$ cat config.mk
export PLATFORM = sky130hd
export DESIGN_NAME = flash_prog_host
export DESIGN_NICKNAME = d
export VERILOG_FILES = /design/src/verilog/flash_host_pkg.sv /design/src/verilog/flash_bus_cycle.sv /design/src/verilog/flash_prog_host.sv
export SDC_FILE = /design/constraint.sdc
export NUM_CORES = 1
export LEC_CHECK = 0
export BUFFER_PORTS_ARGS = -buffer_cell sky130_fd_sc_hd__clkbuf_2
export CAP_MARGIN = 40
export CORE_ASPECT_RATIO = 0.75
export CORE_MARGIN = 2
export CORE_UTILIZATION = 30
export CTS_BUF_LIST = sky130_fd_sc_hd__clkbuf_16
export DETAILED_ROUTE_END_ITERATION = 16
export SYNTH_ARGS = -nofsm -noshare
export SYNTH_HDL_FRONTEND = slang
export SYNTH_SLANG_ARGS = --single-unit
$ cat constraint.sdc
create_clock -name sys_clk_in -period 2.4 [get_ports sys_clk_in]
set_input_delay 0.12 -clock sys_clk_in [delete_from_list [all_inputs] [get_ports sys_clk_in]]
set_output_delay 0.12 -clock sys_clk_in [all_outputs]
set_load 0.02 [all_outputs]
$ cat src/verilog/flash_host_pkg.sv
package flash_host_pkg;
   localparam int CLK_MHZ = 125;
   localparam int ADDR_W = 17;
   localparam int DATA_W = 8;
   localparam int SECTOR_BYTES = 128;
   localparam int SECTOR_LSB = 7;
   localparam int CMD_ADDR_W = 15;
   // bus and program timing, ns except T_BLC_US in us and T_WC_MS in ms
   localparam int T_WP_NS = 200;
   localparam int T_WPH_NS = 200;
   localparam int T_AS_NS = 10;
   localparam int T_AH_NS = 100;
   localparam int T_ACC_NS = 120;
   localparam int T_OEHP_NS = 150;
   localparam int T_BLC_US = 150;
   localparam int T_WC_MS = 20;
   // least times and access time round up, access with 2 cycles added; us and ms times scale exactly
   localparam int WP_CYC = (T_WP_NS * CLK_MHZ + 999) / 1000;
   localparam int WPH_CYC = (T_WPH_NS * CLK_MHZ + 999) / 1000;
   localparam int AS_CYC = (T_AS_NS * CLK_MHZ + 999) / 1000;
   localparam int AH_CYC = (T_AH_NS * CLK_MHZ + 999) / 1000;
   localparam int ACC_CYC = (T_ACC_NS * CLK_MHZ + 999) / 1000 + 2;
   localparam int OEHP_CYC = (T_OEHP_NS * CLK_MHZ + 999) / 1000;
   localparam int BLC_CYC = T_BLC_US * CLK_MHZ;
   localparam int WC_CYC = T_WC_MS * 1000 * CLK_MHZ;
   // command sequence words
   localparam logic [14:0] CMD_ADDR_A = 15'h5555;
   localparam logic [14:0] CMD_ADDR_B = 15'h2AAA;
   localparam logic [7:0] CMD_D_AA = 8'hAA;
   localparam logic [7:0] CMD_D_55 = 8'h55;
   localparam logic [7:0] CMD_D_80 = 8'h80;
   localparam logic [7:0] CMD_D_PROG = 8'hA0;
   localparam logic [7:0] CMD_D_ID_ENTER = 8'h90;
   localparam logic [7:0] CMD_D_ID_EXIT = 8'hF0;
   localparam logic [7:0] CMD_D_LOCK = 8'h40;
   localparam logic [14:0] LOCK_ADDR_LOW = 15'h0000;
   localparam logic [14:0] LOCK_ADDR_HIGH = 15'h7FFF;
   localparam logic [16:0] ID_LOCK_LOW_ADDR = 17'h0_0002;
   localparam logic [16:0] ID_LOCK_HIGH_ADDR = 17'h1_FFF2;
   localparam logic [7:0] LOCK_FREE_VAL = 8'hFE;
   localparam int TOGGLE_BIT = 6;
   typedef enum logic [2:0] {
      OP_READ, OP_PROGRAM, OP_ID_ENTER, OP_ID_EXIT, OP_LOCK_LOW, OP_LOCK_HIGH, OP_POLL
   } op_t;
endpackage

$ cat src/verilog/flash_bus_cycle.sv
`timescale 1ns/1ns
// one write or read cycle on the flash pins
module flash_bus_cycle
   import flash_host_pkg::*;
(
   input wire logic sys_clk_in,
   input wire logic resetn_in,
   input wire logic clk_en_in,
   input wire logic start_in,
   input wire logic write_in,
   input wire logic [flash_host_pkg::ADDR_W-1:0] addr_in,
   input wire logic [flash_host_pkg::DATA_W-1:0] wdata_in,
   input wire logic [flash_host_pkg::DATA_W-1:0] pin_data_sync_in,
   output logic busy_out,
   output logic done_out,
   output logic [flash_host_pkg::DATA_W-1:0] rdata_out,
   output logic [flash_host_pkg::ADDR_W-1:0] pin_addr_out,
   output logic [flash_host_pkg::DATA_W-1:0] pin_data_out,
   output logic pin_data_oe_n_out,
   output logic chip_sel_n_out,
   output logic out_en_n_out,
   output logic write_n_out
);
   typedef enum logic [2:0] {C_IDLE, C_SETUP, C_PULSE, C_HOLD, C_GAP} cyc_t;
   cyc_t state_reg;
   logic wr_reg;
   logic [15:0] cnt_reg;
   localparam int RD_CYC = ACC_CYC + 2;

   always_ff @(posedge sys_clk_in) begin
      if (!resetn_in) begin
         state_reg <= C_IDLE;
         cnt_reg <= 16'h0000;
         wr_reg <= 1'b0;
         busy_out <= 1'b0;
         done_out <= 1'b0;
         rdata_out <= 8'h00;
         pin_addr_out <= 17'h0_0000;
         pin_data_out <= 8'h00;
         pin_data_oe_n_out <= 1'b1;
         chip_sel_n_out <= 1'b1;
         out_en_n_out <= 1'b1;
         write_n_out <= 1'b1;
      end else if (clk_en_in) begin
         done_out <= 1'b0;
         case (state_reg)
            C_IDLE: begin
               if (start_in) begin
                  busy_out <= 1'b1;
                  wr_reg <= write_in;
                  pin_addr_out <= addr_in;
                  pin_data_out <= wdata_in;
                  pin_data_oe_n_out <= !write_in;
                  chip_sel_n_out <= 1'b0;
                  // output enable stays high for writes
                  out_en_n_out <= write_in;
                  cnt_reg <= 16'(AS_CYC);
                  state_reg <= C_SETUP;
               end
            end
            C_SETUP: begin
               if (cnt_reg <= 16'h0001) begin
                  write_n_out <= !wr_reg;
                  cnt_reg <= wr_reg ? 16'(WP_CYC) : 16'(RD_CYC);
                  state_reg <= C_PULSE;
               end else begin
                  cnt_reg <= cnt_reg - 16'h0001;
               end
            end
            C_PULSE: begin
               if (cnt_reg <= 16'h0001) begin
                  write_n_out <= 1'b1;
                  out_en_n_out <= 1'b1;
                  rdata_out <= pin_data_sync_in;
                  cnt_reg <= 16'(AH_CYC);
                  state_reg <= C_HOLD;
               end else begin
                  cnt_reg <= cnt_reg - 16'h0001;
               end
            end
            C_HOLD: begin
               if (cnt_reg <= 16'h0001) begin
                  chip_sel_n_out <= 1'b1;
                  pin_data_oe_n_out <= 1'b1;
                  // covers both write-high and output-enable-high gaps
                  cnt_reg <= 16'(WPH_CYC > OEHP_CYC ? WPH_CYC : OEHP_CYC);
                  state_reg <= C_GAP;
               end else begin
                  cnt_reg <= cnt_reg - 16'h0001;
               end
            end
            C_GAP: begin
               if (cnt_reg <= 16'h0001) begin
                  busy_out <= 1'b0;
                  done_out <= 1'b1;
                  state_reg <= C_IDLE;
               end else begin
                  cnt_reg <= cnt_reg - 16'h0001;
               end
            end
            default: state_reg <= C_IDLE;
         endcase
      end
   end

   a_oe_high_write: assert property (@(posedge sys_clk_in) disable iff (!resetn_in)
      (!chip_sel_n_out && !write_n_out) |-> out_en_n_out)
      else $error("output enable low during write strobe");
   a_wp_width: assert property (@(posedge sys_clk_in) disable iff (!resetn_in)
      (clk_en_in && $fell(write_n_out)) |-> !write_n_out [*2])
      else $error("write pulse too short");
endmodule

$ cat src/verilog/flash_prog_host.sv
`timescale 1ns/1ns
module flash_prog_host
   import flash_host_pkg::*;
#(
   parameter int BLC_CYCLES = BLC_CYC,
   parameter int WC_CYCLES = WC_CYC
)(
   input wire logic sys_clk_in,
   input wire logic resetn_in,
   input wire logic clk_en_in,
   input wire logic req_valid_in,
   input wire flash_host_pkg::op_t req_op_in,
   input wire logic [flash_host_pkg::ADDR_W-1:0] req_addr_in,
   input wire logic [flash_host_pkg::DATA_W-1:0] req_wdata_in,
   input wire logic pin_data_in,
   input wire logic [flash_host_pkg::DATA_W-1:0] flash_data_in,
   output logic req_ready_out,
   output logic data_req_out,
   output logic resp_valid_out,
   output logic [flash_host_pkg::DATA_W-1:0] resp_data_out,
   output logic timeout_err_out,
   output logic [flash_host_pkg::ADDR_W-1:0] flash_addr_out,
   output logic [flash_host_pkg::DATA_W-1:0] flash_data_out,
   output logic flash_data_oe_n_out,
   output logic chip_sel_n_out,
   output logic out_en_n_out,
   output logic write_n_out
);
   import flash_host_pkg::*;
   typedef enum logic [3:0] {
      S_IDLE, S_CMD, S_LOAD_WAIT, S_LOAD, S_POLL_A, S_POLL_B, S_READ, S_RESP
   } st_t;
   st_t state_reg;
   op_t op_reg;
   logic [1:0] cmd_idx_reg;
   logic [7:0] load_cnt_reg;
   logic [31:0] timer_reg;
   logic [ADDR_W-1:0] addr_reg;
   logic [DATA_W-1:0] prev_reg;
   logic [DATA_W-1:0] sync1_reg;
   logic [DATA_W-1:0] sync2_reg;
   logic cyc_start;
   logic cyc_write;
   logic [ADDR_W-1:0] cyc_addr;
   logic [DATA_W-1:0] cyc_data;
   logic cyc_busy;
   logic cyc_done;
   logic [DATA_W-1:0] cyc_rdata;
   logic [14:0] cmd_a;
   logic [7:0] cmd_d;
   logic [7:0] op_byte;
   logic [7:0] boot_lock_reg;

   // data pins come from outside the clock domain
   always_ff @(posedge sys_clk_in) begin
      if (!resetn_in) begin
         sync1_reg <= 8'h00;
         sync2_reg <= 8'h00;
      end else if (clk_en_in) begin
         sync1_reg <= flash_data_in;
         sync2_reg <= sync1_reg;
      end
   end

   always_comb begin
      case (op_reg)
         OP_PROGRAM: op_byte = CMD_D_PROG;
         OP_ID_ENTER: op_byte = CMD_D_ID_ENTER;
         OP_ID_EXIT: op_byte = CMD_D_ID_EXIT;
         default: op_byte = CMD_D_80;
      endcase
   end

   // unlock prefix then command; lockout uses a six-write variant
   always_comb begin
      cmd_a = CMD_ADDR_A;
      cmd_d = CMD_D_AA;
      case (cmd_idx_reg)
         2'h1: begin
            cmd_a = CMD_ADDR_B;
            cmd_d = CMD_D_55;
         end
         2'h2: cmd_d = op_byte;
         default: ;
      endcase
      if ((op_reg == OP_LOCK_LOW || op_reg == OP_LOCK_HIGH) && boot_lock_reg[0] &&
          cmd_idx_reg == 2'h2) begin
         // final write of lockout variant picks the block
         cmd_a = (op_reg == OP_LOCK_LOW) ? LOCK_ADDR_LOW : LOCK_ADDR_HIGH;
         cmd_d = CMD_D_LOCK;
      end
   end

   always_comb begin
      cyc_start = 1'b0;
      cyc_write = 1'b1;
      cyc_addr = {2'b00, cmd_a};
      cyc_data = cmd_d;
      case (state_reg)
         S_CMD: cyc_start = !cyc_busy && !cyc_done;
         S_LOAD: begin
            cyc_start = !cyc_busy && !cyc_done;
            // sector bits from the program request address, offset from current load
            cyc_addr = {addr_reg[ADDR_W-1:SECTOR_LSB], req_addr_in[SECTOR_LSB-1:0]};
            cyc_data = req_wdata_in;
         end
         S_POLL_A, S_POLL_B, S_READ: begin
            cyc_start = !cyc_busy && !cyc_done;
            cyc_write = 1'b0;
            cyc_addr = addr_reg;
         end
         default: ;
      endcase
   end

   flash_bus_cycle u_cycle (
      .sys_clk_in(sys_clk_in),
      .resetn_in(resetn_in),
      .clk_en_in(clk_en_in),
      .start_in(cyc_start),
      .write_in(cyc_write),
      .addr_in(cyc_addr),
      .wdata_in(cyc_data),
      .pin_data_sync_in(sync2_reg),
      .busy_out(cyc_busy),
      .done_out(cyc_done),
      .rdata_out(cyc_rdata),
      .pin_addr_out(flash_addr_out),
      .pin_data_out(flash_data_out),
      .pin_data_oe_n_out(flash_data_oe_n_out),
      .chip_sel_n_out(chip_sel_n_out),
      .out_en_n_out(out_en_n_out),
      .write_n_out(write_n_out)
   );

   // boot_lock_reg[0] marks lockout second phase
   always_ff @(posedge sys_clk_in) begin
      if (!resetn_in) begin
         state_reg <= S_IDLE;
         op_reg <= OP_READ;
         cmd_idx_reg <= 2'h0;
         load_cnt_reg <= 8'h00;
         timer_reg <= 32'h0000_0000;
         addr_reg <= 17'h0_0000;
         prev_reg <= 8'h00;
         boot_lock_reg <= 8'h00;
         req_ready_out <= 1'b0;
         data_req_out <= 1'b0;
         resp_valid_out <= 1'b0;
         resp_data_out <= 8'h00;
         timeout_err_out <= 1'b0;
      end else if (clk_en_in) begin
         resp_valid_out <= 1'b0;
         data_req_out <= 1'b0;
         req_ready_out <= (state_reg == S_IDLE) && !req_valid_in;
         case (state_reg)
            S_IDLE: begin
               req_ready_out <= 1'b1;
               if (req_valid_in && req_ready_out) begin
                  req_ready_out <= 1'b0;
                  op_reg <= req_op_in;
                  addr_reg <= req_addr_in;
                  cmd_idx_reg <= 2'h0;
                  boot_lock_reg <= 8'h00;
                  timeout_err_out <= 1'b0;
                  state_reg <= (req_op_in == OP_READ) ? S_READ :
                               (req_op_in == OP_POLL) ? S_POLL_A : S_CMD;
               end
            end
            S_CMD: if (cyc_done) begin
               if (cmd_idx_reg != 2'h2) begin
                  cmd_idx_reg <= cmd_idx_reg + 2'h1;
               end else if ((op_reg == OP_LOCK_LOW || op_reg == OP_LOCK_HIGH) &&
                            !boot_lock_reg[0]) begin
                  boot_lock_reg <= 8'h01;
                  cmd_idx_reg <= 2'h0;
               end else if (op_reg == OP_PROGRAM) begin
                  // protection re-arms per cycle, so unlock precedes every sector
                  load_cnt_reg <= 8'h00;
                  data_req_out <= 1'b1;
                  timer_reg <= 32'(BLC_CYCLES);
                  state_reg <= S_LOAD_WAIT;
               end else begin
                  state_reg <= S_RESP;
               end
            end
            S_LOAD_WAIT: begin
               if (req_valid_in) begin
                  state_reg <= S_LOAD;
               end else if (timer_reg <= 32'h0000_0001) begin
                  // window lapsed: device already programming a partial sector
                  timeout_err_out <= 1'b1;
                  state_reg <= S_POLL_A;
               end else begin
                  timer_reg <= timer_reg - 32'h0000_0001;
               end
            end
            S_LOAD: if (cyc_done) begin
               load_cnt_reg <= load_cnt_reg + 8'h01;
               timer_reg <= 32'(BLC_CYCLES);
               if (load_cnt_reg == 8'(SECTOR_BYTES - 1)) begin
                  // all bytes loaded; unloaded would read indeterminate
                  state_reg <= S_POLL_A;
               end else begin
                  data_req_out <= 1'b1;
                  state_reg <= S_LOAD_WAIT;
               end
            end
            S_POLL_A: if (cyc_done) begin
               prev_reg <= cyc_rdata;
               timer_reg <= 32'(WC_CYCLES);
               state_reg <= S_POLL_B;
            end
            S_POLL_B: if (cyc_done) begin
               prev_reg <= cyc_rdata;
               // compare only change of the bit, never its value
               if (cyc_rdata[TOGGLE_BIT] == prev_reg[TOGGLE_BIT]) begin
                  resp_data_out <= cyc_rdata;
                  state_reg <= S_RESP;
               end else if (timer_reg <= 32'h0000_0001) begin
                  timeout_err_out <= 1'b1;
                  state_reg <= S_RESP;
               end
            end else if (timer_reg > 32'h0000_0001) begin
               timer_reg <= timer_reg - 32'h0000_0001;
            end
            S_READ: if (cyc_done) begin
               // id reads: 0/1 codes, lock bytes FE/FF at lock addresses
               resp_data_out <= cyc_rdata;
               state_reg <= S_RESP;
            end
            S_RESP: begin
               resp_valid_out <= 1'b1;
               state_reg <= S_IDLE;
            end
            default: state_reg <= S_IDLE;
         endcase
      end
   end

   a_load_full: assert property (@(posedge sys_clk_in) disable iff (!resetn_in)
      (state_reg == S_LOAD && cyc_done && load_cnt_reg != 8'(SECTOR_BYTES - 1))
      |=> state_reg == S_LOAD_WAIT)
      else $error("load sequence ended early");
   a_sector_stable: assert property (@(posedge sys_clk_in) disable iff (!resetn_in)
      (state_reg == S_LOAD && cyc_start)
      |-> cyc_addr[ADDR_W-1:SECTOR_LSB] == addr_reg[ADDR_W-1:SECTOR_LSB])
      else $error("sector address changed during load");
   a_poll_addr: assert property (@(posedge sys_clk_in) disable iff (!resetn_in)
      (state_reg == S_POLL_B && cyc_start) |-> cyc_addr == addr_reg)
      else $error("poll address changed");
   a_cmd_width: assert property (@(posedge sys_clk_in) disable iff (!resetn_in)
      (state_reg == S_CMD && cyc_start) |-> cyc_addr[16:15] == 2'b00)
      else $error("command address above 15 bits");
   a_load_window: assert property (@(posedge sys_clk_in) disable iff (!resetn_in)
      (state_reg == S_LOAD_WAIT) |-> timer_reg <= 32'(BLC_CYCLES))
      else $error("byte-load window overrun");
   a_resp_pulse: assert property (@(posedge sys_clk_in) disable iff (!resetn_in)
      resp_valid_out |=> !resp_valid_out)
      else $error("response held too long");
   a_unlock_first: assert property (@(posedge sys_clk_in) disable iff (!resetn_in)
      (state_reg == S_IDLE && req_valid_in && req_ready_out && req_op_in == OP_PROGRAM)
      |=> state_reg == S_CMD && cmd_idx_reg == 2'h0)
      else $error("program without unlock");
   a_oe_write: assert property (@(posedge sys_clk_in) disable iff (!resetn_in)
      !write_n_out |-> out_en_n_out)
      else $error("output enable low in write");
endmodule

Word-level counts from Yosys, hierarchy flattened --
Index checks and enable logic that the tools add are counted.
Storage, ports and cells: flip-flop bits (word level) 161, latch bits 0, bits in writable memories 0, ROM bits 0, output and inout port bits 41, memories 0
Operators by class: add/sub/neg operators 4, multiply operators 0, divide/modulo/power cells 0, magnitude comparators 3, equal/unequal tests 47, shifts and indexed selects 0, mux-type cells 101, bitwise operators 0, reductions and logical operators 45
Operators by type and width (number):
- $mux W32 | 10
- $pmux W32 S5 | 1
- $mux W16 | 5
- $mux W8 | 10
- $pmux W16 S5 | 1
- $mux W4 | 13
- $pmux W8 S2 | 3
- $mux W15 | 3
- $pmux W17 S2 | 1
- $gt A32 B1 Y1 const B | 1
- $le A32 B1 Y1 const B | 1
- $sub A32 B1 Y32 const B | 1
- $mux W1 | 29
- $pmux W4 S7 | 1
- $mux W3 | 9
- $ne A2 B2 Y1 const B | 13
- $pmux W7 S3 | 1
- $ne A2 B1 Y1 const B | 10
- $reduce_and A4 Y1 | 5
- $reduce_and A6 Y1 | 3
- $eq A4 B3 Y1 const B | 4
- $le A16 B1 Y1 const B | 1
- $sub A16 B1 Y16 const B | 1
- $pmux W3 S5 | 1
- other kinds (32) | 72

Depth between registers and ports, before layout --
Gate-level depths: netlist (run 1).
word-level depth 7, depth in mapped cells 10

Modules after synthesis --
A second synthesis (run 1) with hierarchy kept.
Second synthesis, totals: cells, all modules 963, area, all modules 7663.6 um2
Modules (own cells, without submodules):
- flash_prog_host | times used 1, cells each 639, area an instance 5084.9 um2, sequential area each 1901.8 um2
- flash_bus_cycle | times used 1, cells each 324, area an instance 2578.7 um2, sequential area each 1181.1 um2

Least setup slack after synthesis (run 1) --
Ideal clock, no wire load.
kind register -> register, start reg timer_reg[4], end reg timer_reg[10], data arrival time 2.345 ns, path slack -0.003 ns, cell stages (with the launch flop) 9, path through dfxtp_1 > clkbuf_1 > or4_1 > clkbuf_1 > or4b_1 > buf_2 > nand2_1 > buf_2 > o221a_2
On the way: longest elaborated chain between the ends 4, elaborated cells between the ends (all ways) 11, classes of those cells add/sub: 1; order compare: 2; eq/ne: 2; mux: 5; reduce/logical: 1
Ends and longest elaborated chain:
- start: declaration | line flash_prog_host.sv:37 | logic [31:0] timer_reg;
- start signal: assignment | line flash_prog_host.sv:181 | timer_reg <= 32'(BLC_CYCLES);
- start signal: assignment | line flash_prog_host.sv:195 | timer_reg <= timer_reg - 32'h0000_0001;
- start signal: assignment | line flash_prog_host.sv:200 | timer_reg <= 32'(BLC_CYCLES);
- $sub A32 B1 Y32 | line flash_prog_host.sv:195, flash_prog_host.sv:225
- $mux W32, on equally long branches | line flash_prog_host.sv:224, flash_prog_host.sv:190
- $mux W32, on equally long branches | line flash_prog_host.sv:214, flash_prog_host.sv:188
- $pmux W32 S5 | line flash_prog_host.sv:156 | case (state_reg)
Several ways; a longest one is shown, not always the timed one. The select of a mux whose other input is x is not followed. A chain may end at the register's enable or synchronous reset.

Worst setup path after layout (run 1) --
start reg u_cycle.cnt_reg[10], end reg u_cycle.cnt_reg[3]
On the way: longest elaborated chain between the ends 3, elaborated cells between the ends (all ways) 7, classes of those cells order compare: 1; eq/ne: 1; mux: 4; reduce/logical: 1
Ends and longest elaborated chain:
- start: declaration | line flash_bus_cycle.sv:27 | logic [15:0] cnt_reg;
- start signal: assignment | line flash_bus_cycle.sv:57 | cnt_reg <= 16'(AS_CYC);
- start signal: assignment | line flash_bus_cycle.sv:64 | cnt_reg <= wr_reg ? 16'(WP_CYC) : 16'(RD_CYC);
- start signal: assignment | line flash_bus_cycle.sv:67 | cnt_reg <= cnt_reg - 16'h0001;
- $le A16 B1 Y1 (*)
- $mux W16 (tied with other cells) | line flash_bus_cycle.sv:82 | if (cnt_reg <= 16'h0001) begin
- $pmux W16 S5 / $reduce_and A4 Y1 (equally long branches)
Every way passes the cells marked *; elsewhere a longest branch is shown, timed or not.

==> flow_summary.ini, run 1 <==
[run_status]
outcome = finished clean

[finish]
layout.nets = 1088
count_of_inserted_antenna_diode_cells = 0
mostFrequentLayoutCell = sky130_fd_sc_hd__dfxtp_1
fraction_of_layout_cells_with_a_size_suffix_above_1_pct = 22.2
flip_flop_count_of_the_largest_register_all_copies_and_words_added = 32
stdcell_area_sq_mm = 0.00980
nFillCells = 2503
most_frequent_cells_in_the_layout = 150 x sky130_fd_sc_hd__dfxtp_1, 103 x sky130_fd_sc_hd__nand2_1, 81 x sky130_fd_sc_hd__buf_4, 79 x sky130_fd_sc_hd__clkbuf_2, 70 x sky130_fd_sc_hd__nor2_1
sequential_cell_area_sq_mm = 0.00309
multiInputGateArea_sq_mm = 0.00431
syn2layout_area_growth_pct = 30.2

[timing]
hold_violations = 0
finClkSkew_ns = 0.0117
layout_min_cycle_time_ns = 2.31
min_period_over_period_pct = 96.2
fin_ws_ns = 0.0921
fmax_mhz = 433
max-slew-margin-rel_pct = 60.3
grt_setup_unrepaired = yes
finalSetupViolations = 0
final_setup_tns_ns = 0
report.final.slew_viol_count = 0
max_slew.worst_pin.slew_ns = 0.591

[global_routing]
grt_pass1_vias = 6382
grt_pass1_wl_um = 32300
overflow = 0
grt_util_all_layers_pct = 14.9
grt_antenna_before_repair = 0
maximum_number_of_pins_on_one_net_before_global_route_repair = 74

[pwr]
power.ir.vdd_worst_mv = 0.652
share_seq_of_total_power_pct = 33.5
total_switching_power_uw = 3110
power_density_mw_per_mm2 = 901
power_frac_comb_pct = 34.9
total_leakage_power_uw = 0.00393
share_clk_of_total_power_pct = 31.5
internal_power_uw = 5720
fraction_of_power_spent_switching_nets_pct = 35.3

[cts]
max-clock-path-buffers = 2
cts_max_level = 4
clock-sinks = 154
clkSlewWorstSetupHoldPaths_ns = 0.07
clk_latency_ns = 0.43
tritoncts = built
tritoncts.num_buffers = 17
clock-root-buffer = sky130_fd_sc_hd__clkbuf_16

[die]
die_width_um = 187
placement_rows = 50
die-height_um = 141
initial_utilization_pct = 30.4
core-area_sq_mm = 0.0248
pin_count = 82
die_area_sq_mm = 0.0264

[synth]
ys.flop_type = sky130_fd_sc_hd__dfxtp_1
yosys_warnings = 0
synth_enable_flop_cells = 0
share_of_synthesized_area_occupied_by_flip_flops_and_latches_pct = 41.0
syn-mean-instance-area_sq_um = 8.53
synthesis.instances = 882
synth_cell_types = 74
post_synthesis_net_count = 935
async_flop_share_pct = 0
synth.ff_latch_count = 154
mappedNetlistArea_sq_mm = 0.00753

[critical_path]
buffering_stage_count_on_the_worst_path_with_inverters_included = 0
timing.critical_path.cells = or4_4, or4_4, nor2_4, nor2_1, or4_1, a21oi_1
crit_family = simple AND/OR/NAND/NOR gates
critPathLaunchType = register
cp_data_arrival_time_ns = 2.66
setup.worst_path.end_class = register
slowest_delay_ns = 0.58
critPathKind = reg2reg
critical_path.slowest_cell = sky130_fd_sc_hd__or4_4
path_common_cell = sky130_fd_sc_hd__or4_4
required_ns = 2.75
worstPathMaxFanout = 4

[place]
placement.io_buffers = 80
detailedPlace.worstSlack_ns = 0.00655
hpwlAfterDp_um = 13400
detailed_place.area_sq_mm = 0.00875
final_weighted_congestion_in_routability_driven_placement = 0.808

[run]
cap_violations = 0

[drt]
routed_wire_length_per_instance_um = 14.1
drt_iter0_markers = 411
viasPerCell = 4.94
drt-total-wl_um = 19500
vias = 6841
drc = 0
drt_pass1_iterations = 5
drtAntennaViolNets = 0

[worst_hold_path]
hold_class = in2reg
synth_stat cells, types with 3 or more instances:
library cell	n	area, sq um
sky130_fd_sc_hd__nor4_1	12	75.1
sky130_fd_sc_hd__and2_1	8	50.1
sky130_fd_sc_hd__nor2_1	70	263
sky130_fd_sc_hd__a21boi_1	3	22.5
sky130_fd_sc_hd__nand2_1	103	387
sky130_fd_sc_hd__o21ai_1	6	30.0
sky130_fd_sc_hd__inv_1	9	33.8
sky130_fd_sc_hd__o311ai_0	3	26.3
sky130_fd_sc_hd__mux2i_1	41	410
sky130_fd_sc_hd__a221oi_1	4	35.0
sky130_fd_sc_hd__xnor2_1	9	78.8
sky130_fd_sc_hd__a31oi_1	6	37.5
sky130_fd_sc_hd__clkbuf_1	49	184
sky130_fd_sc_hd__a21boi_0	31	233
sky130_fd_sc_hd__o21ai_0	41	205
sky130_fd_sc_hd__or4_1	14	105
sky130_fd_sc_hd__o2111ai_1	3	26.3
sky130_fd_sc_hd__nand2b_1	9	56.3
sky130_fd_sc_hd__nand4b_1	4	35.0
sky130_fd_sc_hd__and3_1	4	25.0
sky130_fd_sc_hd__nand3_1	21	105
sky130_fd_sc_hd__o31ai_1	11	82.6
sky130_fd_sc_hd__nor3_1	23	115
sky130_fd_sc_hd__o21a_1	4	30.0
sky130_fd_sc_hd__xor2_1	24	210
sky130_fd_sc_hd__nor3b_1	4	30.0
sky130_fd_sc_hd__buf_1	4	15.0
sky130_fd_sc_hd__buf_2	5	25.0
sky130_fd_sc_hd__ha_1	12	150
sky130_fd_sc_hd__a21oi_1	46	230
sky130_fd_sc_hd__o41ai_1	4	35.0
sky130_fd_sc_hd__nand4_1	18	113
sky130_fd_sc_hd__o211a_1	8	80.1
sky130_fd_sc_hd__o211ai_1	8	60.1
sky130_fd_sc_hd__a2111oi_0	3	26.3
sky130_fd_sc_hd__a22oi_1	5	37.5
sky130_fd_sc_hd__dfxtp_1	154	3080
sky130_fd_sc_hd__o221a_2	4	45.0
sky130_fd_sc_hd__nor2b_1	45	282
sky130_fd_sc_hd__or3_1	10	62.6
routing by layer:
| metal | global-route usage (%) | part of all wire (%) |
|---|---|---|
| met1 | 21.1 | 51 |
| met2 | 22.3 | 42 |
| met3 | 4.13 | 5.2 |
| met4 | 3.97 | 0.96 |
| met5 | 0 | 0 |
power by group through the flow:
stage,Sequential [uW],Clock [uW],Combinational [uW]
after floorplan,3040,0,1680
after global placement,3000,0,2810
after detailed placement,3010,0,2830
after CTS,2950,2840,2900
after global routing,2990,2940,3380
final,2960,2790,3080
final timing paths:
| kind | startpoint | to | slack [ns] | cells after the start |
|---|---|---|---|---|
| worst max register to register | u_cycle.cnt_reg[10] | u_cycle.cnt_reg[3] | 0.09 | 6 |
| worst min register to register | u_cycle.pin_data_out[5] | u_cycle.pin_data_out[5] | 0.46 | 2 |
| worst min-delay path | req_wdata_in[5] | u_cycle.pin_data_out[5] | 0.02 | 3 |
| worst max-delay path | u_cycle.cnt_reg[10] | u_cycle.cnt_reg[3] | 0.09 | 6 |
layout make-up:
class                   instances  area share, %
clock buffers                  17           4.34
well taps                     338           4.32
repair buffers                192           13.7
clock inverters                15           1.84
multi-input cells             660           43.9
inverters                      10          0.383
flip-flops and latches        154           31.5
through the flow:
stage | power, uW | instances | util, % | hold WS (ns)
floorplan | 4730 | 882 | - | 0.265
global placement | 5810 | 1320 | 35.3 | 0.364
detailed placement | 5840 | 1321 | 35.3 | 0.364
CTS | 8700 | 1381 | 38.9 | 0.00972
global route | 9320 | 1386 | 39.6 | 0.0385
finish | 8830 | 1386 | 39.6 | 0.0190
timing repair:
| item | CTS | global route |
|---|---|---|
| pin swaps | 0 | 9 |
| endpoints found under the hold margin | 32 | 0 |
| setup buffers | 0 | 5 |
| hold buffers | 28 | 0 |
| gates resized for setup | 1 | 32 |
| cloned | 0 | 0 |
| setup endpoints to repair | 1 | 42 |
kinds of logic after synthesis:
family | share of synthesized area [%]
XOR/XNOR | 3.84
multiplexers | 5.45
AND/OR/NAND/NOR | 25.9
adder cells (fa/ha/maj) | 2.13
buffers and inverters | 3.47
AO/OA/AOI/OAI | 18.3
flip-flops | 41.0
tightest hold or removal path, cell delays in order:
cell and delay [ns]:
sky130_fd_sc_hd__clkbuf_2 0.07, sky130_fd_sc_hd__o211ai_1 0.08, sky130_fd_sc_hd__a21boi_0 0.13
Note: power is estimated with default switching activity, not from simulation.
==> run 2: changes to the inputs <==
Settings changed: GPL_TIMING_DRIVEN set to 0, TNS_END_PERCENT set to 1.
==> run 2 against run 1 <==
Against the previous run:
- die area stayed put
- the run now ends with setup timing left
- largest cell class unchanged
- via count is 2.9% higher
- cell count shrank 1.1%
- global-route usage is 1.8 points higher
- register-to-register slack got worse by 0.11 ns
- design area shrank 1.8%
- total power decreased by 2.3%
- hold slack about the same
- fmax shrank 4.5%
- combinational power decreased by 4%
==> flow_summary.ini, run 2 (synthesized netlist as in run 1, its figures left out) <==
[run_status]
outcome = complete, but fails checks
violations_in_the_final_reports = setup timing

[drt]
drt_iter0_markers = 492
vias = 7041
routed_wire_length_per_instance_um = 16.0
drt-total-wl_um = 22000
drc = 0
drtAntennaViolNets = 0
drt_pass1_iterations = 5
viasPerCell = 5.14

[critical_path]
critical_path.slowest_cell = sky130_fd_sc_hd__or4b_2
critPathKind = reg2reg
setup.worst_path.end_class = register
reg2reg_from = state_reg[0]
reg2reg_to = timer_reg[15]
worstPathMaxFanout = 10
worst-r2r-setup-slack_ns = -0.02
critPathLaunchType = register
required_ns = 2.73
worst-r2r-cell-count = 8
timing.critical_path.cells = clkbuf_2, or4b_2, nand4_1, a21oi_4, buf_4, a21boi_2, o311ai_0, o41ai_1
slowest_delay_ns = 0.68
cp_data_arrival_time_ns = 2.74

[pwr]
power.ir.vdd_worst_mv = 0.512
power.total_uw = 8630
total_leakage_power_uw = 0.00372
power_density_mw_per_mm2 = 896

[finish]
most_frequent_cells_in_the_layout = 152 x sky130_fd_sc_hd__dfxtp_1, 100 x sky130_fd_sc_hd__nand2_1, 91 x sky130_fd_sc_hd__clkbuf_2, 68 x sky130_fd_sc_hd__nor2_1
multiInputGateArea_sq_mm = 0.00441
syn2layout_area_growth_pct = 27.9
sequential_cell_area_sq_mm = 0.00309
flip_flop_count_of_the_largest_register_all_copies_and_words_added = 32
count_of_inserted_antenna_diode_cells = 0
fraction_of_layout_cells_with_a_size_suffix_above_1_pct = 18.9
layout.nets = 1073
mostFrequentLayoutCell = sky130_fd_sc_hd__dfxtp_1
nFillCells = 2575

[worst_hold_path]
hp-start = req_wdata_in[0]
holdPathEnd = u_cycle.pin_data_out[0]
holdPathStages = 4
hold_class = in2reg

[timing]
min_period_over_period_pct = 101
final_setup_tns_ns = -0.0167
hold_violations = 0
report.final.slew_viol_count = 0
max-slew-margin-rel_pct = 44.3
finClkSkew_ns = 0.0238
max_slew.worst_pin.slew_ns = 0.834
fin_ws_ns = -0.0167
finalSetupViolations = 1
grt_setup_unrepaired = yes
fmax_mhz = 414
layout_min_cycle_time_ns = 2.42

[global_routing]
overflow = 0
grt_pass1_wl_um = 35300
grt_antenna_before_repair = 0
maximum_number_of_pins_on_one_net_before_global_route_repair = 19
grt_util_all_layers_pct = 16.7
grt_pass1_vias = 6565

[cts]
clock-sinks = 154
tritoncts = built
max-clock-path-buffers = 2
cts_max_level = 4
tritoncts.num_buffers = 17
clk_latency_ns = 0.44
clkSlewWorstSetupHoldPaths_ns = 0.08
clock-root-buffer = sky130_fd_sc_hd__clkbuf_16

[die]
pin_count = 82
die_area_sq_mm = 0.0264
placement_rows = 50
core-area_sq_mm = 0.0248
die_width_um = 187
die-height_um = 141
initial_utilization_pct = 30.4

[place]
final_weighted_congestion_in_routability_driven_placement = 0.905
hpwlAfterDp_um = 15500
placement.io_buffers = 80

[run]
cap_violations = 0
-- run 2: worst max-delay path by stage --
stage,from,endpoint,depth (start not counted)
floorplan,timer_reg[4],timer_reg[1],8
global placement,cmd_idx_reg[0],timer_reg[15],9
detailed placement,cmd_idx_reg[0],timer_reg[15],9
CTS,timer_reg[0],timer_reg[21],5
global route,timer_reg[0],timer_reg[30],8
finish,state_reg[0],timer_reg[15],8
-- run 2: layer usage --
metal	routed length [um]	GRT usage [%]	up-vias
met5	0	0	-
met1	11000	23.9	3370
met4	269	4.93	0
met3	1190	3.24	22
met2	9490	25.4	204
li1	-	-	3445
-- run 2: per-stage QoR --
| stage | setup WS, ns | instances | hold WS (ns) | utilization (%) | cell area (sq um) |
|---|---|---|---|---|---|
| after floorplan | -0.00204 | 882 | 0.265 | - | 7530 |
| after global placement | -0.920 | 1300 | 0.364 | 33.7 | 8350 |
| after detailed placement | -0.906 | 1303 | 0.366 | 33.8 | 8370 |
| after CTS | -0.0152 | 1369 | 0.00525 | 38.4 | 9520 |
| after global routing | -0.129 | 1371 | 0.0360 | 38.8 | 9620 |
| final | -0.0167 | 1371 | 0.0193 | 38.8 | 9620 |
-- run 2: area by class of cell --
class                      instances  share of cell area [%]
inverter                          10                   0.403
clock inverter                    15                    1.86
clock buffer                      17                    4.42
multi-input combinational        660                    45.8
tap                              338                    4.39
timing repair buffer             124                    8.52
sequential                       154                    32.1
buffer                            53                    2.56
-- run 2: critical path: cells and delay by family (launching register included) --
kind,cells,cell delay [ns]
compound gates,4,0.76
buf+inv,2,0.35
flops,1,0.33
simple gates,2,0.88
-- run 2: where the power goes --
group	internal [uW]	leakage (uW)	switching (uW)	total (uW)
Sequential	2770	0.00125	201	2970
Clock	1400	0.000285	1300	2700
Combinational	1200	0.00219	1760	2950
-- run 2: timing repair --
action / CTS / global route
setup buffers: 10 / 3
endpoints found under the hold margin: 32 / 0
endpoints found under the setup margin: 100 / 92
gates resized for setup: 50 / 27
pin swaps: 10 / 10
hold buffers: 28 / 0
==> run 3: changes to the inputs <==
Settings changed: CORE_UTILIZATION 30 to 35.
Clock period 2.4 ns to 2.94 ns, I/O delays scaled along.
==> run 3 against run 2 <==
Against the previous run:
- the run now ends clean
- first-iteration DRC count is 16% higher
- hold slack better by 0.031 ns
- register-to-register slack better by 0.07 ns
- combinational power is 30% lower
- setup slack better by 0.073 ns
- critical path type unchanged
- highest routed layer unchanged
==> flow_summary.ini, run 3 (synthesized netlist as in run 1, its figures left out) <==
[run_status]
outcome = finished clean

[die]
core-area_sq_mm = 0.0211
die-height_um = 131
pin_count = 82
die_area_sq_mm = 0.0227
placement_rows = 46
initial_utilization_pct = 35.6
die_width_um = 173

[drt]
drt_pass1_iterations = 5
routed_wire_length_per_instance_um = 15.8
vias = 6847
drt-total-wl_um = 20800
drt_iter0_markers = 569
drc = 0
drtAntennaViolNets = 0
viasPerCell = 5.21

[timing]
hold_violations = 0
fin_ws_ns = 0.0567
finClkSkew_ns = 0.00849
finalSetupViolations = 0
min_period_over_period_pct = 98.1
max-slew-margin-rel_pct = 40.0
grt_setup_unrepaired = yes
final.hold.worst_slack_ns = 0.0499
fmax_mhz = 347
report.final.slew_viol_count = 0
max_slew.worst_pin.slew_ns = 0.893
layout_min_cycle_time_ns = 2.88

[critical_path]
critPathKind = reg2reg
worstPathMaxFanout = 10
timing.critical_path.cells = clkbuf_1, clkinv_1, ha_1, o21ai_0, a21oi_4, clkbuf_1, nand4_1, xor2_1, nor2_1
reg2reg_to = timer_reg[27]
slowest_delay_ns = 0.40
cp_data_arrival_time_ns = 3.21
reg2reg_from = state_reg[2]
worst-r2r-setup-slack_ns = 0.06
critical_path.slowest_cell = sky130_fd_sc_hd__clkbuf_1
startpoint = state_reg[2]
critPathLaunchType = register
path_common_cell = sky130_fd_sc_hd__clkbuf_1
required_ns = 3.26
setup.worst_path.end_class = register
worst-r2r-cell-count = 9

[pwr]
power.ir.vdd_worst_mv = 0.360
power_density_mw_per_mm2 = 722
total_leakage_power_uw = 0.00357
power.total_uw = 6680

[finish]
layout.nets = 1066
fraction_of_layout_cells_with_a_size_suffix_above_1_pct = 14.2
mostFrequentLayoutCell = sky130_fd_sc_hd__dfxtp_1
stdcell_area_sq_mm = 0.00924
flip_flop_count_of_the_largest_register_all_copies_and_words_added = 32
syn2layout_area_growth_pct = 22.8
nFillCells = 2163
most_frequent_cells_in_the_layout = 154 x sky130_fd_sc_hd__dfxtp_1, 102 x sky130_fd_sc_hd__nand2_1, 82 x sky130_fd_sc_hd__clkbuf_2, 70 x sky130_fd_sc_hd__nor2_1, 47 x sky130_fd_sc_hd__clkbuf_1
count_of_inserted_antenna_diode_cells = 0

[place]
hpwlAfterDp_um = 14800
final_weighted_congestion_in_routability_driven_placement = 0.905
detailedPlace.worstSlack_ns = -0.349
detailed_place.area_sq_mm = 0.00831
placement.io_buffers = 80

[global_routing]
grt_pass1_wl_um = 34300
grt_util_all_layers_pct = 19.0
grt_antenna_before_repair = 0
maximum_number_of_pins_on_one_net_before_global_route_repair = 17
overflow = 0
grt_pass1_vias = 6424

[cts]
cts_max_level = 4
clock-root-buffer = sky130_fd_sc_hd__clkbuf_16
tritoncts = built
tritoncts.num_buffers = 17
clk_latency_ns = 0.43
clkSlewWorstSetupHoldPaths_ns = 0.07
clock-sinks = 154
max-clock-path-buffers = 2

[worst_hold_path]
holdPathEnd = u_cycle.pin_data_out[5]
hp-start = req_wdata_in[5]
hold_class = in2reg
holdPathStages = 3

[run]
cap_violations = 0
==> run 3: final cells by class <==
type	instances	area [sq um]	share of cell area (%)
inverter	10	37.5	0.406
timing repair buffer	112	707	7.65
clock inverter	15	154	1.67
clock buffer	17	425	4.60
buffer	58	229	2.48
multi-input combinational	660	4250	45.9
tap	288	360	3.90
sequential	154	3080	33.4
==> run 3: worst max-delay path, delay by kind of cell, from the launching register on <==
| family | cells | cell delay (ns) |
|---|---|---|
| AO/OA/AOI/OAI | 2 | 0.53 |
| XOR/XNOR | 1 | 0.19 |
| adder cells (fa/ha/maj) | 1 | 0.37 |
| buffers and inverters | 3 | 1.05 |
| flip-flops | 1 | 0.38 |
| AND/OR/NAND/NOR | 2 | 0.25 |
==> run 3: what timing repair did <==
action,CTS,global route
gates resized for setup,7,10
setup endpoints to repair,42,59
buffers inserted,0,0
gates cloned,0,0
hold endpoints to repair,31,0
pin swaps,0,3
hold buffers,28,0
==> run 3: metal layers <==
metal | routed length [um] | share of wire, % | vias up | GRT usage [%]
li1 | - | - | 3431 | -
met1 | 10700 | 52 | 3232 | 26.9
met2 | 8730 | 42 | 170 | 29.4
met3 | 1080 | 5.2 | 14 | 3.85
met4 | 210 | 1.0 | 0 | 5.18
met5 | 0 | 0 | - | 0
==> run 3: how the worst max path moves through the flow <==
stage | slack, ns | endpoint | cells after the start
global route | -0.16 | timer_reg[16] | 9
floorplan | 0.54 | timer_reg[10] | 8
CTS | 0.01 | timer_reg[15] | 9
global placement | -0.36 | timer_reg[15] | 9
finish | 0.06 | timer_reg[27] | 9
detailed placement | -0.35 | timer_reg[15] | 9
==> run 3: per-stage QoR <==
step	setup TNS (ns)	instances	utilization, %
final	0	1314	43.8
after global placement	-5.54	1250	39.2
after floorplan	0	882	-
after global routing	-1.42	1314	43.8
after CTS	0	1314	43.6
after detailed placement	-4.78	1254	39.4
==> run 3: report_power, final <==
part	switching, uW	total, uW	internal (uW)
Combinational	1330	2070	742
Clock	989	2190	1200
Sequential	158	2420	2260
Total	2480	6680	4200
